[src/verilog/asp_pkg.sv]
// Package: constants and carrier types for the serial port with baud generator
package asp_pkg;

  // ==========================================================================
  // Frame and timer constants
  localparam int unsigned DATA_BITS = 8;
  localparam int unsigned TIMER_SPAN = 256;
  localparam int unsigned OVF_PER_BIT = 2;
  localparam int unsigned DIV4 = 4;
  localparam int unsigned DIV12 = 12;
  localparam int unsigned DIV48 = 48;
  localparam int unsigned EXT_OSC_DIV = 8;
  localparam logic [7:0] RELOAD_RESET = 8'h00;
  localparam logic [7:0] TIMER_RESET = 8'h00;
  localparam logic [7:0] DATA_RESET = 8'h00;
  localparam logic [3:0] BIT_LAST8 = 4'h9;
  localparam logic [3:0] BIT_LAST9 = 4'hA;

  // ==========================================================================
  // Timer clock sources
  localparam logic [2:0] SRC_SYS = 3'h0;
  localparam logic [2:0] SRC_DIV4 = 3'h1;
  localparam logic [2:0] SRC_DIV12 = 3'h2;
  localparam logic [2:0] SRC_DIV48 = 3'h3;
  localparam logic [2:0] SRC_EXT_OSC = 3'h4;
  localparam logic [2:0] SRC_EXT_IN = 3'h5;

  // ==========================================================================
  // Types
  typedef enum logic {ASP_MODE_8BIT, ASP_MODE_9BIT} asp_mode_t;

  typedef struct packed {
    logic [7:0] data;
    logic ninth;
  } asp_word_t;

endpackage : asp_pkg

[src/verilog/asp_serial_port.sv]
// Serial port zero: full-duplex asynchronous port with baud generation
// Operation
// Full-duplex asynchronous port, classic modes 1 and 3, variable baud
// Received byte buffered so the next reception can start before read
// Data buffer write loads transmit holding register and starts sending
// Data buffer read returns buffered receive data, never transmit data
// Interrupt request whenever transmit or receive done flag sets, if enabled
// Flags never cleared by hardware; software clears each explicitly
// Transmit bit clock from overflows of 8-bit auto-reload timer low byte
// Hidden receive copy of timer runs with timer, same reload byte
// Transmit and receive timer overflows each divided by two
// Start edge on receive line forces reload of receive timer copy
// Software picks timer mode 2 and reload for twice baud frequency
// Timer clocked from six selectable sources
// Overflow rate is timer clock over 256 minus reload; baud half that
// System clock may stay internal while external oscillator drives timer
// 8-bit frame: start, eight data bits LSB first, stop
// 9-bit frame: start, eight data LSB first, ninth bit, stop
// Transmit done flag sets at the start of the stop bit
// Byte loaded only if receive flag clear and check bit passes
module asp_serial_port (
  input wire logic sys_clk,
  input wire logic rst,
  input wire logic frame_mode_select,
  input wire logic multiproc_check_enable,
  input wire logic receive_enable,
  input wire logic transmit_ninth_bit,
  input wire logic serial_int_enable,
  input wire logic timer_run,
  input wire logic [2:0] timer_clk_select,
  input wire logic ext_osc_tick,
  input wire logic timer_ext_input,
  input wire logic reload_write,
  input wire logic [7:0] reload_wdata,
  input wire logic data_write,
  input wire logic [7:0] data_wdata,
  input wire logic data_read,
  input wire logic transmit_done_clear,
  input wire logic receive_done_clear,
  input wire logic rx_line,
  output logic tx_line,
  output logic [7:0] serial_data_buffer,
  output logic received_ninth_bit,
  output logic transmit_done_flag,
  output logic receive_done_flag,
  output logic serial_irq,
  output logic tx_busy,
  output logic [7:0] timer_reload_byte,
  output logic [7:0] timer_low_byte
);

  typedef enum logic [1:0] {RX_IDLE, RX_START, RX_BITS} asp_rx_state_t;

  // ==========================================================================
  // Baud generation
  logic tx_baud_tick;
  logic rx_baud_tick;
  logic rx_half_tick;
  logic rx_start_seen;
  logic [7:0] tmr_low;

  asp_baud u_baud (
    .sys_clk(sys_clk),
    .rst(rst),
    .timer_run(timer_run),
    .clk_src_sel(timer_clk_select),
    .ext_osc_tick(ext_osc_tick),
    .timer_ext_input(timer_ext_input),
    .timer_reload_byte(timer_reload_byte),
    .rx_force_reload(rx_start_seen),
    .tx_baud_tick(tx_baud_tick),
    .rx_baud_tick(rx_baud_tick),
    .rx_half_tick(rx_half_tick),
    .timer_low_byte(tmr_low)
  );

  always_ff @(posedge sys_clk or posedge rst) begin
    if (rst) begin
      timer_reload_byte <= asp_pkg::RELOAD_RESET;
      timer_low_byte <= asp_pkg::TIMER_RESET;
    end else begin
      if (reload_write) begin
        timer_reload_byte <= reload_wdata;
      end
      timer_low_byte <= tmr_low;
    end
  end

  // ==========================================================================
  // Transmitter: a write to the data buffer loads and starts a frame
  logic [10:0] tx_shift_reg;
  logic [3:0] tx_count_reg;
  logic [3:0] tx_last;
  logic tx_set;

  assign tx_last = frame_mode_select ? asp_pkg::BIT_LAST9 : asp_pkg::BIT_LAST8;
  // Flag rises on the tick that puts the stop bit on the line, not one bit earlier
  assign tx_set = tx_busy && tx_baud_tick && (tx_count_reg == tx_last);

  always_ff @(posedge sys_clk or posedge rst) begin
    if (rst) begin
      tx_shift_reg <= 11'h7FF;
      tx_count_reg <= 4'h0;
      tx_busy <= 1'b0;
      tx_line <= 1'b1;
    end else if (data_write) begin
      // A write during a frame restarts it with the new byte
      tx_shift_reg <= {1'b1, frame_mode_select ? transmit_ninth_bit : 1'b1,
                       data_wdata, 1'b0};
      tx_count_reg <= 4'h0;
      tx_busy <= 1'b1;
    end else if (tx_busy && tx_baud_tick) begin
      tx_line <= tx_shift_reg[0];
      tx_shift_reg <= {1'b1, tx_shift_reg[10:1]};
      if (tx_count_reg == tx_last + 4'h1) begin
        tx_busy <= 1'b0;
        tx_line <= 1'b1;
      end else begin
        tx_count_reg <= tx_count_reg + 4'h1;
      end
    end
  end

  // ==========================================================================
  // Receiver: samples mid-bit on the receive timer copy
  asp_rx_state_t rx_state_reg;
  logic rx_line_d_reg;
  logic [9:0] rx_shift_reg;
  logic [3:0] rx_count_reg;
  logic rx_done;
  logic rx_accept;
  logic rx_check_bit;
  logic rx_sample;

  assign rx_start_seen = receive_enable && (rx_state_reg == RX_IDLE)
                         && rx_line_d_reg && !rx_line;
  assign rx_sample = rx_half_tick;

  always_ff @(posedge sys_clk or posedge rst) begin
    if (rst) begin
      rx_state_reg <= RX_IDLE;
      rx_line_d_reg <= 1'b1;
      rx_shift_reg <= 10'h000;
      rx_count_reg <= 4'h0;
    end else begin
      rx_line_d_reg <= rx_line;
      case (rx_state_reg)
        RX_IDLE: begin
          if (rx_start_seen) begin
            rx_state_reg <= RX_START;
            rx_count_reg <= 4'h0;
          end
        end
        RX_START: begin
          if (rx_sample) begin
            rx_state_reg <= rx_line ? RX_IDLE : RX_BITS; // False start rejected
          end
        end
        RX_BITS: begin
          if (rx_sample) begin
            rx_shift_reg <= {rx_line, rx_shift_reg[9:1]};
            rx_count_reg <= rx_count_reg + 4'h1;
            if (rx_count_reg == tx_last - 4'h1) begin
              rx_state_reg <= RX_IDLE;
            end
          end
        end
        default: rx_state_reg <= RX_IDLE;
      endcase
    end
  end

  assign rx_done = (rx_state_reg == RX_BITS) && rx_sample && (rx_count_reg == tx_last - 4'h1);

  // Word in the cycle of the final sample, which is still on the line.
  // 8-bit: the final sample is the stop bit, kept as the ninth bit.
  // 9-bit: the ninth bit was shifted in one bit earlier; the stop bit is ignored.
  asp_pkg::asp_word_t rx_final;
  always_comb begin
    if (frame_mode_select) begin
      rx_final.data = rx_shift_reg[8:1];
      rx_final.ninth = rx_shift_reg[9];
    end else begin
      rx_final.data = rx_shift_reg[9:2];
      rx_final.ninth = rx_line;
    end
    rx_check_bit = rx_final.ninth;
  end

  // Buffer between the shifter and the readable holding register
  logic buf_in_ready;
  logic buf_out_valid;
  logic buf_out_ready;
  asp_pkg::asp_word_t buf_out_word;

  // Holding register accepts only while receive flag is clear; a word arriving while
  // both entries are full is dropped, the overrun loss software must expect
  assign rx_accept = rx_done && (!multiproc_check_enable || rx_check_bit);
  assign buf_out_ready = !receive_done_flag;

  asp_buf2 u_rx_buf (
    .sys_clk(sys_clk),
    .rst(rst),
    .in_valid(rx_accept),
    .in_ready(buf_in_ready),
    .in_word(rx_final),
    .out_valid(buf_out_valid),
    .out_ready(buf_out_ready),
    .out_word(buf_out_word)
  );

  logic rx_load;
  assign rx_load = buf_out_valid && buf_out_ready;

  always_ff @(posedge sys_clk or posedge rst) begin
    if (rst) begin
      serial_data_buffer <= asp_pkg::DATA_RESET;
      received_ninth_bit <= 1'b0;
    end else if (rx_load) begin
      serial_data_buffer <= buf_out_word.data;
      received_ninth_bit <= buf_out_word.ninth;
    end
  end

  // ==========================================================================
  // Flags: set wins over a clear in the same cycle
  always_ff @(posedge sys_clk or posedge rst) begin
    if (rst) begin
      transmit_done_flag <= 1'b0;
      receive_done_flag <= 1'b0;
      serial_irq <= 1'b0;
    end else begin
      if (tx_set) begin
        transmit_done_flag <= 1'b1;
      end else if (transmit_done_clear) begin
        transmit_done_flag <= 1'b0;
      end
      if (rx_load) begin
        receive_done_flag <= 1'b1;
      end else if (receive_done_clear) begin
        receive_done_flag <= 1'b0;
      end
      serial_irq <= serial_int_enable && (transmit_done_flag || receive_done_flag
                    || tx_set || rx_load);
    end
  end

  // ==========================================================================
  // Assertions
  AST_TX_START_BIT: assert property (@(posedge sys_clk) disable iff (rst)
    (tx_busy && tx_baud_tick && !data_write && tx_count_reg == 4'h0) |=> !tx_line)
    else $error("start bit not low");
  AST_TX_FLAG_SET: assert property (@(posedge sys_clk) disable iff (rst)
    tx_set |=> transmit_done_flag)
    else $error("transmit flag not set");
  AST_RX_FLAG_HOLD: assert property (@(posedge sys_clk) disable iff (rst)
    (receive_done_flag && !receive_done_clear) |=> receive_done_flag)
    else $error("receive flag cleared by hardware");
  AST_TX_FLAG_HOLD: assert property (@(posedge sys_clk) disable iff (rst)
    (transmit_done_flag && !transmit_done_clear) |=> transmit_done_flag)
    else $error("transmit flag cleared by hardware");
  AST_RX_LOAD_GATE: assert property (@(posedge sys_clk) disable iff (rst)
    (receive_done_flag && !receive_done_clear) |=> $stable(serial_data_buffer))
    else $error("receive data changed while flag set");
  AST_IRQ: assert property (@(posedge sys_clk) disable iff (rst)
    (serial_int_enable && receive_done_flag) |=> serial_irq)
    else $error("interrupt missing");
  AST_IRQ_OFF: assert property (@(posedge sys_clk) disable iff (rst)
    !serial_int_enable |=> !serial_irq)
    else $error("interrupt while disabled");
  AST_TX_IDLE_HIGH: assert property (@(posedge sys_clk) disable iff (rst)
    !tx_busy |-> tx_line)
    else $error("line low while idle");
  AST_MCE_DROP: assert property (@(posedge sys_clk) disable iff (rst)
    (rx_done && multiproc_check_enable && !(frame_mode_select ? rx_shift_reg[9] : rx_line))
    |-> !rx_accept)
    else $error("rejected byte accepted");
  AST_TX_WRITE_HIDDEN: assert property (@(posedge sys_clk) disable iff (rst)
    (data_write && !rx_load) |=> $stable(serial_data_buffer))
    else $error("transmit data visible on read side");
  AST_TX_STOP: assert property (@(posedge sys_clk) disable iff (rst)
    tx_set |=> tx_line)
    else $error("transmit flag not at stop bit");
  AST_TX_FRAME_END: assert property (@(posedge sys_clk) disable iff (rst)
    (tx_busy && tx_baud_tick && !data_write && tx_count_reg == tx_last + 4'h1)
    |=> (!tx_busy && tx_line))
    else $error("frame not ended after stop bit");
  AST_RX_FLAG_SET: assert property (@(posedge sys_clk) disable iff (rst)
    rx_load |=> (receive_done_flag && serial_data_buffer == $past(buf_out_word.data)))
    else $error("buffered word not loaded");
  AST_RX_START: assert property (@(posedge sys_clk) disable iff (rst)
    rx_start_seen |=> (rx_state_reg == RX_START))
    else $error("start edge not taken");
  AST_IRQ_TX: assert property (@(posedge sys_clk) disable iff (rst)
    (serial_int_enable && tx_set) |=> serial_irq)
    else $error("transmit interrupt missing");

  COV_TX_DONE: cover property (@(posedge sys_clk) tx_set);
  COV_RX_LOAD: cover property (@(posedge sys_clk) rx_load);
  COV_RX_HELD: cover property (@(posedge sys_clk) !buf_in_ready && receive_done_flag);
  COV_READ: cover property (@(posedge sys_clk) data_read && receive_done_flag);
  COV_NINE: cover property (@(posedge sys_clk) rx_load && frame_mode_select);

endmodule : asp_serial_port

[src/verilog/asp_buf2.sv]
// Two-entry buffer with valid and ready on both sides
module asp_buf2 (
  input wire logic sys_clk,
  input wire logic rst,
  input wire logic in_valid,
  output logic in_ready,
  input wire asp_pkg::asp_word_t in_word,
  output logic out_valid,
  input wire logic out_ready,
  output asp_pkg::asp_word_t out_word
);

  asp_pkg::asp_word_t mem_reg [2];
  logic wr_ptr_reg;
  logic rd_ptr_reg;
  logic [1:0] count_reg;
  logic push;
  logic pop;

  assign push = in_valid && in_ready;
  assign pop = out_valid && out_ready;
  assign in_ready = (count_reg != 2'h2);
  assign out_valid = (count_reg != 2'h0);
  assign out_word = mem_reg[rd_ptr_reg];

  always_ff @(posedge sys_clk or posedge rst) begin
    if (rst) begin
      wr_ptr_reg <= 1'b0;
      rd_ptr_reg <= 1'b0;
      count_reg <= 2'h0;
    end else begin
      if (push) begin
        wr_ptr_reg <= ~wr_ptr_reg;
      end
      if (pop) begin
        rd_ptr_reg <= ~rd_ptr_reg;
      end
      count_reg <= count_reg + {1'b0, push} - {1'b0, pop};
    end
  end

  always_ff @(posedge sys_clk) begin
    if (push) begin
      mem_reg[wr_ptr_reg] <= in_word;
    end
  end

  AST_BUF_NO_OVERFLOW: assert property (@(posedge sys_clk) disable iff (rst)
    count_reg <= 2'h2)
    else $error("buffer count above two");

endmodule : asp_buf2

[src/verilog/asp_baud.sv]
// Timer with auto-reload, receive copy and divide-by-two baud enables
module asp_baud (
  input wire logic sys_clk,
  input wire logic rst,
  input wire logic timer_run,
  input wire logic [2:0] clk_src_sel,
  input wire logic ext_osc_tick,
  input wire logic timer_ext_input,
  input wire logic [7:0] timer_reload_byte,
  input wire logic rx_force_reload,
  output logic tx_baud_tick,
  output logic rx_baud_tick,
  output logic rx_half_tick,
  output logic [7:0] timer_low_byte
);

  logic [5:0] pre_reg;
  logic [2:0] osc_cnt_reg;
  logic ext_in_d_reg;
  logic src_tick;
  logic [7:0] tx_cnt_reg;
  logic [7:0] rx_cnt_reg;
  logic tx_half_reg;
  logic rx_half_reg;
  logic tx_ovf;
  logic rx_ovf;

  function automatic logic div_hit(input logic [5:0] cnt, input int unsigned div);
    div_hit = (cnt % 6'(div)) == 6'h00;
  endfunction : div_hit

  // Six clock sources; the external oscillator arrives as a tick so the
  // system clock can stay on the internal oscillator while it drives the timer
  always_comb begin
    case (clk_src_sel)
      asp_pkg::SRC_SYS: src_tick = 1'b1;
      asp_pkg::SRC_DIV4: src_tick = div_hit(pre_reg, asp_pkg::DIV4);
      asp_pkg::SRC_DIV12: src_tick = div_hit(pre_reg, asp_pkg::DIV12);
      asp_pkg::SRC_DIV48: src_tick = (pre_reg == 6'h00);
      asp_pkg::SRC_EXT_OSC: src_tick = ext_osc_tick && (osc_cnt_reg == 3'h0);
      asp_pkg::SRC_EXT_IN: src_tick = timer_ext_input && !ext_in_d_reg;
      default: src_tick = 1'b0;
    endcase
  end

  always_ff @(posedge sys_clk or posedge rst) begin
    if (rst) begin
      pre_reg <= 6'h00;
      osc_cnt_reg <= 3'h0;
      ext_in_d_reg <= 1'b0;
    end else begin
      pre_reg <= (pre_reg == 6'(asp_pkg::DIV48 - 1)) ? 6'h00 : pre_reg + 6'h01;
      if (ext_osc_tick) begin
        osc_cnt_reg <= osc_cnt_reg + 3'h1;
      end
      ext_in_d_reg <= timer_ext_input;
    end
  end

  assign tx_ovf = timer_run && src_tick && (tx_cnt_reg == 8'hFF);
  assign rx_ovf = timer_run && src_tick && (rx_cnt_reg == 8'hFF);

  // Overflow rate is source / (256 - reload)
  always_ff @(posedge sys_clk or posedge rst) begin
    if (rst) begin
      tx_cnt_reg <= asp_pkg::TIMER_RESET;
      rx_cnt_reg <= asp_pkg::TIMER_RESET;
    end else begin
      if (timer_run && src_tick) begin
        tx_cnt_reg <= tx_ovf ? timer_reload_byte : tx_cnt_reg + 8'h01;
      end
      if (rx_force_reload) begin
        rx_cnt_reg <= timer_reload_byte;
      end else if (timer_run && src_tick) begin
        rx_cnt_reg <= rx_ovf ? timer_reload_byte : rx_cnt_reg + 8'h01;
      end
    end
  end

  always_ff @(posedge sys_clk or posedge rst) begin
    if (rst) begin
      tx_half_reg <= 1'b0;
      rx_half_reg <= 1'b0;
      tx_baud_tick <= 1'b0;
      rx_baud_tick <= 1'b0;
      rx_half_tick <= 1'b0;
    end else begin
      if (tx_ovf) begin
        tx_half_reg <= ~tx_half_reg;
      end
      if (rx_force_reload) begin
        rx_half_reg <= 1'b0;
      end else if (rx_ovf) begin
        rx_half_reg <= ~rx_half_reg;
      end
      tx_baud_tick <= tx_ovf && tx_half_reg;
      rx_baud_tick <= rx_ovf && rx_half_reg && !rx_force_reload;
      rx_half_tick <= rx_ovf && !rx_half_reg && !rx_force_reload;
    end
  end

  assign timer_low_byte = tx_cnt_reg;

  AST_RX_RELOAD: assert property (@(posedge sys_clk) disable iff (rst)
    rx_force_reload |=> rx_cnt_reg == $past(timer_reload_byte))
    else $error("receive timer not reloaded on start");

endmodule : asp_baud

[config.mk]
export PLATFORM = sky130hd
export DESIGN_NAME = asp_serial_port
export DESIGN_NICKNAME = d
export VERILOG_FILES = /design/src/verilog/asp_pkg.sv /design/src/verilog/asp_serial_port.sv /design/src/verilog/asp_buf2.sv /design/src/verilog/asp_baud.sv
export SDC_FILE = /design/constraint.sdc
export NUM_CORES = 1
export LEC_CHECK = 0
export BUFFER_PORTS_ARGS = -buffer_cell sky130_fd_sc_hd__buf_2
export CAP_MARGIN = 20
export CORE_MARGIN = 1
export CORE_UTILIZATION = 30
export DETAILED_ROUTE_END_ITERATION = 8
export SETUP_SLACK_MARGIN = 0.3
export SYNTH_ARGS = -nofsm -noshare
export SYNTH_HDL_FRONTEND = slang
export SYNTH_SLANG_ARGS = --single-unit
[constraint.sdc]
create_clock -name sys_clk -period 7.53 [get_ports sys_clk]
set_clock_uncertainty 0.2 [all_clocks]
set_input_delay 0.3765 -clock sys_clk [delete_from_list [all_inputs] [get_ports sys_clk]]
set_output_delay 0.3765 -clock sys_clk [all_outputs]
set_load 0.05 [all_outputs]
==> results.toml <==
[outcome]
status = "completed"

[global_route]
grt_first_pass_wirelength_um = 15800
gr-usage-all-layers_pct = 11.3
grt_overflow = 0
antenna_found_initial = 0
grt_max_degree = 50
grt_pass1_vias = 3339

[yosys]
synthArstFlopShare_pct = 83.9
syn-instance-count = 463
ys_top_cells_by_area = "dfrtp_1, edfxtp_1, nand2_1"
synth.distinct_cells = 65
syn_nets = 508
seq_area_frac_synth_pct = 57.4
synthFlopType = "dfrtp_1"
synth_largest_area_cell = "dfrtp_1"
syn_area_sq_mm = 0.00507
synth-seq-cells = 112
synth_edf_count = 18
synth.avg_cell_area_sq_um = 11.0
netlist.area_leader.share_pct = 40.5
ys_warn_count = 0

[power_and_ir_drop]
cellPowerDensity_mw_per_mm2 = 253
peakVddDrop_mv = 0.123
p_total_mw = 1.51
p_leak_nw = 2.71

[clock_network]
clock_sinks = 112
htree_levels = 3
max-clock-path-buffers = 2
cts_tree = "yes"
clk_pin_slew_ns = 0.07
cts_resized = 0
cts_buffers = 9
root_buffer = "clkbuf_16"
clock_latency_ns = 0.35

[timing]
maxSlewViolCount = 0
period_share_pct = 35.2
finalSetupTns_ns = 0
fmax_ghz = 0.377
rsz0062_at_grt = "no"
relSlewSlack_pct = 47.3
fin_crit_ns = 2.65
worst_slew_pin_slew_ns = 0.790
final.setup.worst_slack_ns = 4.88
setup_viol_count_final = 0
hold_slack_ns = 0.0304
hold_viol = 0

[critical_path]
cpMostUsedCell = "nand2_1"
crit_path_max_incr_delay_ns = 0.58
cp-startpoint = "rx_state_reg[1]$_DFFE_PP0P_"
crit_path_start_kind = "flop"
reg2reg_from = "rx_state_reg[1]$_DFFE_PP0P_"
cp_data_arrival_time_ns = 2.44
worstSetupEndpoint = "u_rx_buf.mem_reg[0][4]$_DFFE_PP_"
crit_cells = 5
crit_slowest_cell = "nor2_1"
rrSetupSlack_ns = 4.88
critical_path.cell_chain = "nor2b_1, nand2_1, a211oi_1, nand2_1, nor2_1"
r2r-end = "u_rx_buf.mem_reg[0][4]$_DFFE_PP_"
worstSetupEndpointType = "flop"
critPathKind = "flop to flop"
cp.required_ns = 7.32
reg2reg_depth = 5
crit_family = "simple AND/OR/NAND/NOR gates"
crit_buf_inv = 0
critical_path.max_fanout = 14

[routing]
vias = 3477
drt-total-wl_um = 9160
drt-vias-per-instance = 4.62
first_iter_violations = 142
post-route-drc-count = 0
avgRoutedWirePerCell_um = 12.2
first_pass_iters = 4
ant_nets = 0

[placement]
place_hpwl_um = 6460
dpl-instance-area_sq_mm = 0.00559
dp_worst_setup_slack_ns = 4.84
place.gp.congestion = 0.745
portBuffers = 63

[layout]
fin_area_sq_mm = 0.00596
multiInputGateArea_sq_mm = 0.00202
nFillCells = 1663
largest_reg_flops = 18
syn_to_final_growth_pct = 17.6
regArea_sq_mm = 0.00291
diodes = 0
drive_gt1_share_pct = 23.8
nNetsFinal = 573

[min_path]
min_path_type = "input pin to flop"

[floorplanning]
die_area_sq_mm = 0.0174
die_h_um = 132
die-width_um = 132
ioPinCount = 65
core_sq_mm = 0.0165
start_util_pct = 30.7
fp-row-count = 47

[flow_run]
maxCapViolCount = 0
==> synthesized netlist by cell type (4+ instances only) <==
| library cell | n |
|---|---|
| dfrtp_1 | 82 |
| o21ai_0 | 34 |
| edfxtp_1 | 18 |
| and3_1 | 6 |
| mux2i_1 | 19 |
| dfstp_2 | 12 |
| xor2_1 | 7 |
| nor3_1 | 10 |
| a21oi_1 | 9 |
| or3_1 | 4 |
| nor2_1 | 32 |
| inv_1 | 16 |
| ha_1 | 10 |
| nand3_1 | 9 |
| nand2_1 | 87 |
| xnor2_1 | 9 |
| mux2_2 | 18 |
| nand4_1 | 4 |
| clkbuf_1 | 12 |
==> worst register-to-register path: stages, from the launching register on <==
cell      delay (ns)
dfrtp_1         0.44
nor2b_1         0.22
nand2_1         0.31
a211oi_1        0.38
nand2_1         0.15
nor2_1          0.58
==> report_power, final <==
part           switching, mW  internal [mW]
clock                  0.241          0.238
sequential            0.0569          0.683
combinational          0.179          0.110
total                  0.477           1.03
==> layout by cell type, fill, tap and decap left out, types with 2 or more instances in the layout <==
cell / instances
xnor2_1: 9
inv_8: 2
clkbuf_16: 9
a22o_1: 3
buf_4: 4
and3_1: 6
buf_2: 63
or3_1: 4
a21o_1: 2
and2_1: 3
clkinv_8: 2
nand3_1: 9
nand4_1: 4
edfxtp_1: 18
a21oi_1: 9
inv_1: 15
nand2_1: 87
mux2_1: 3
dfrtp_1: 82
nor3b_1: 2
a41oi_1: 2
mux2i_1: 19
nor2b_1: 3
nor2_1: 32
inv_6: 2
a31oi_1: 2
xor2_1: 7
dlygate4sd3_1: 5
ha_1: 10
nor3_1: 10
o211a_1: 2
nand2b_1: 3
mux2_2: 18
o21ai_0: 34
a211o_1: 3
dfstp_2: 12
==> cells by family after synthesis <==
group	count (synthesis)	share of synthesized area, %
AND/OR/NAND/NOR	173	15.5
flip-flops	112	57.4
multiplexers	40	8.42
adder cells (fa/ha/maj)	10	2.47
AO/OA/AOI/OAI	78	10.6
XOR/XNOR	16	2.76
buffers and inverters	34	2.86
==> final cells by class <==
type,instances,area share (%)
Multi-Input combinational cell,317,33.8
Sequential cell,112,48.8
Inverter,16,1.03
Clock inverter,7,1.36
Timing Repair Buffer,72,6.63
Clock buffer,9,3.78
Tap cell,220,4.62
==> metrics by stage <==
stage	instances	util, %
after CTS	751	36.0
after global routing	753	36.1
after floorplan	463	-
final	753	36.1
after global placement	730	33.8
after detailed placement	730	33.8
==> metal layers <==
| metal | part of all wire, % | global-route usage, % |
|---|---|---|
| met5 | 0 | 0 |
| met4 | 1.6 | 4.52 |
| met3 | 3.9 | 3.19 |
| met2 | 49 | 18.7 |
| met1 | 46 | 13.9 |
==> how the worst min path moves through the flow <==
stage | slack (ns) | cells after the start | start | end
after floorplan | 0.18 | 0 | rx_line | rx_line_d_reg$_DFF_PP1_
after global placement | 0.21 | 0 | u_baud.timer_low_byte[6]$_DFFE_PP0P_ | timer_low_byte[6]$_DFF_PP0_
after detailed placement | 0.22 | 0 | u_baud.timer_low_byte[6]$_DFFE_PP0P_ | timer_low_byte[6]$_DFF_PP0_
after CTS | 0.01 | 3 | data_wdata[2] | tx_shift_reg[3]$_DFFE_PP1P_
after global routing | 0.03 | 3 | data_wdata[3] | tx_shift_reg[4]$_DFFE_PP1P_
final | 0.03 | 3 | data_wdata[3] | tx_shift_reg[4]$_DFFE_PP1P_
==> what timing repair did <==
item                                   4_1_cts  5_1_grt
endpoints found under the hold margin       49        0
hold buffers                                 5        0
buffers inserted                             0        0
Power figures use the tool's default switching activity.
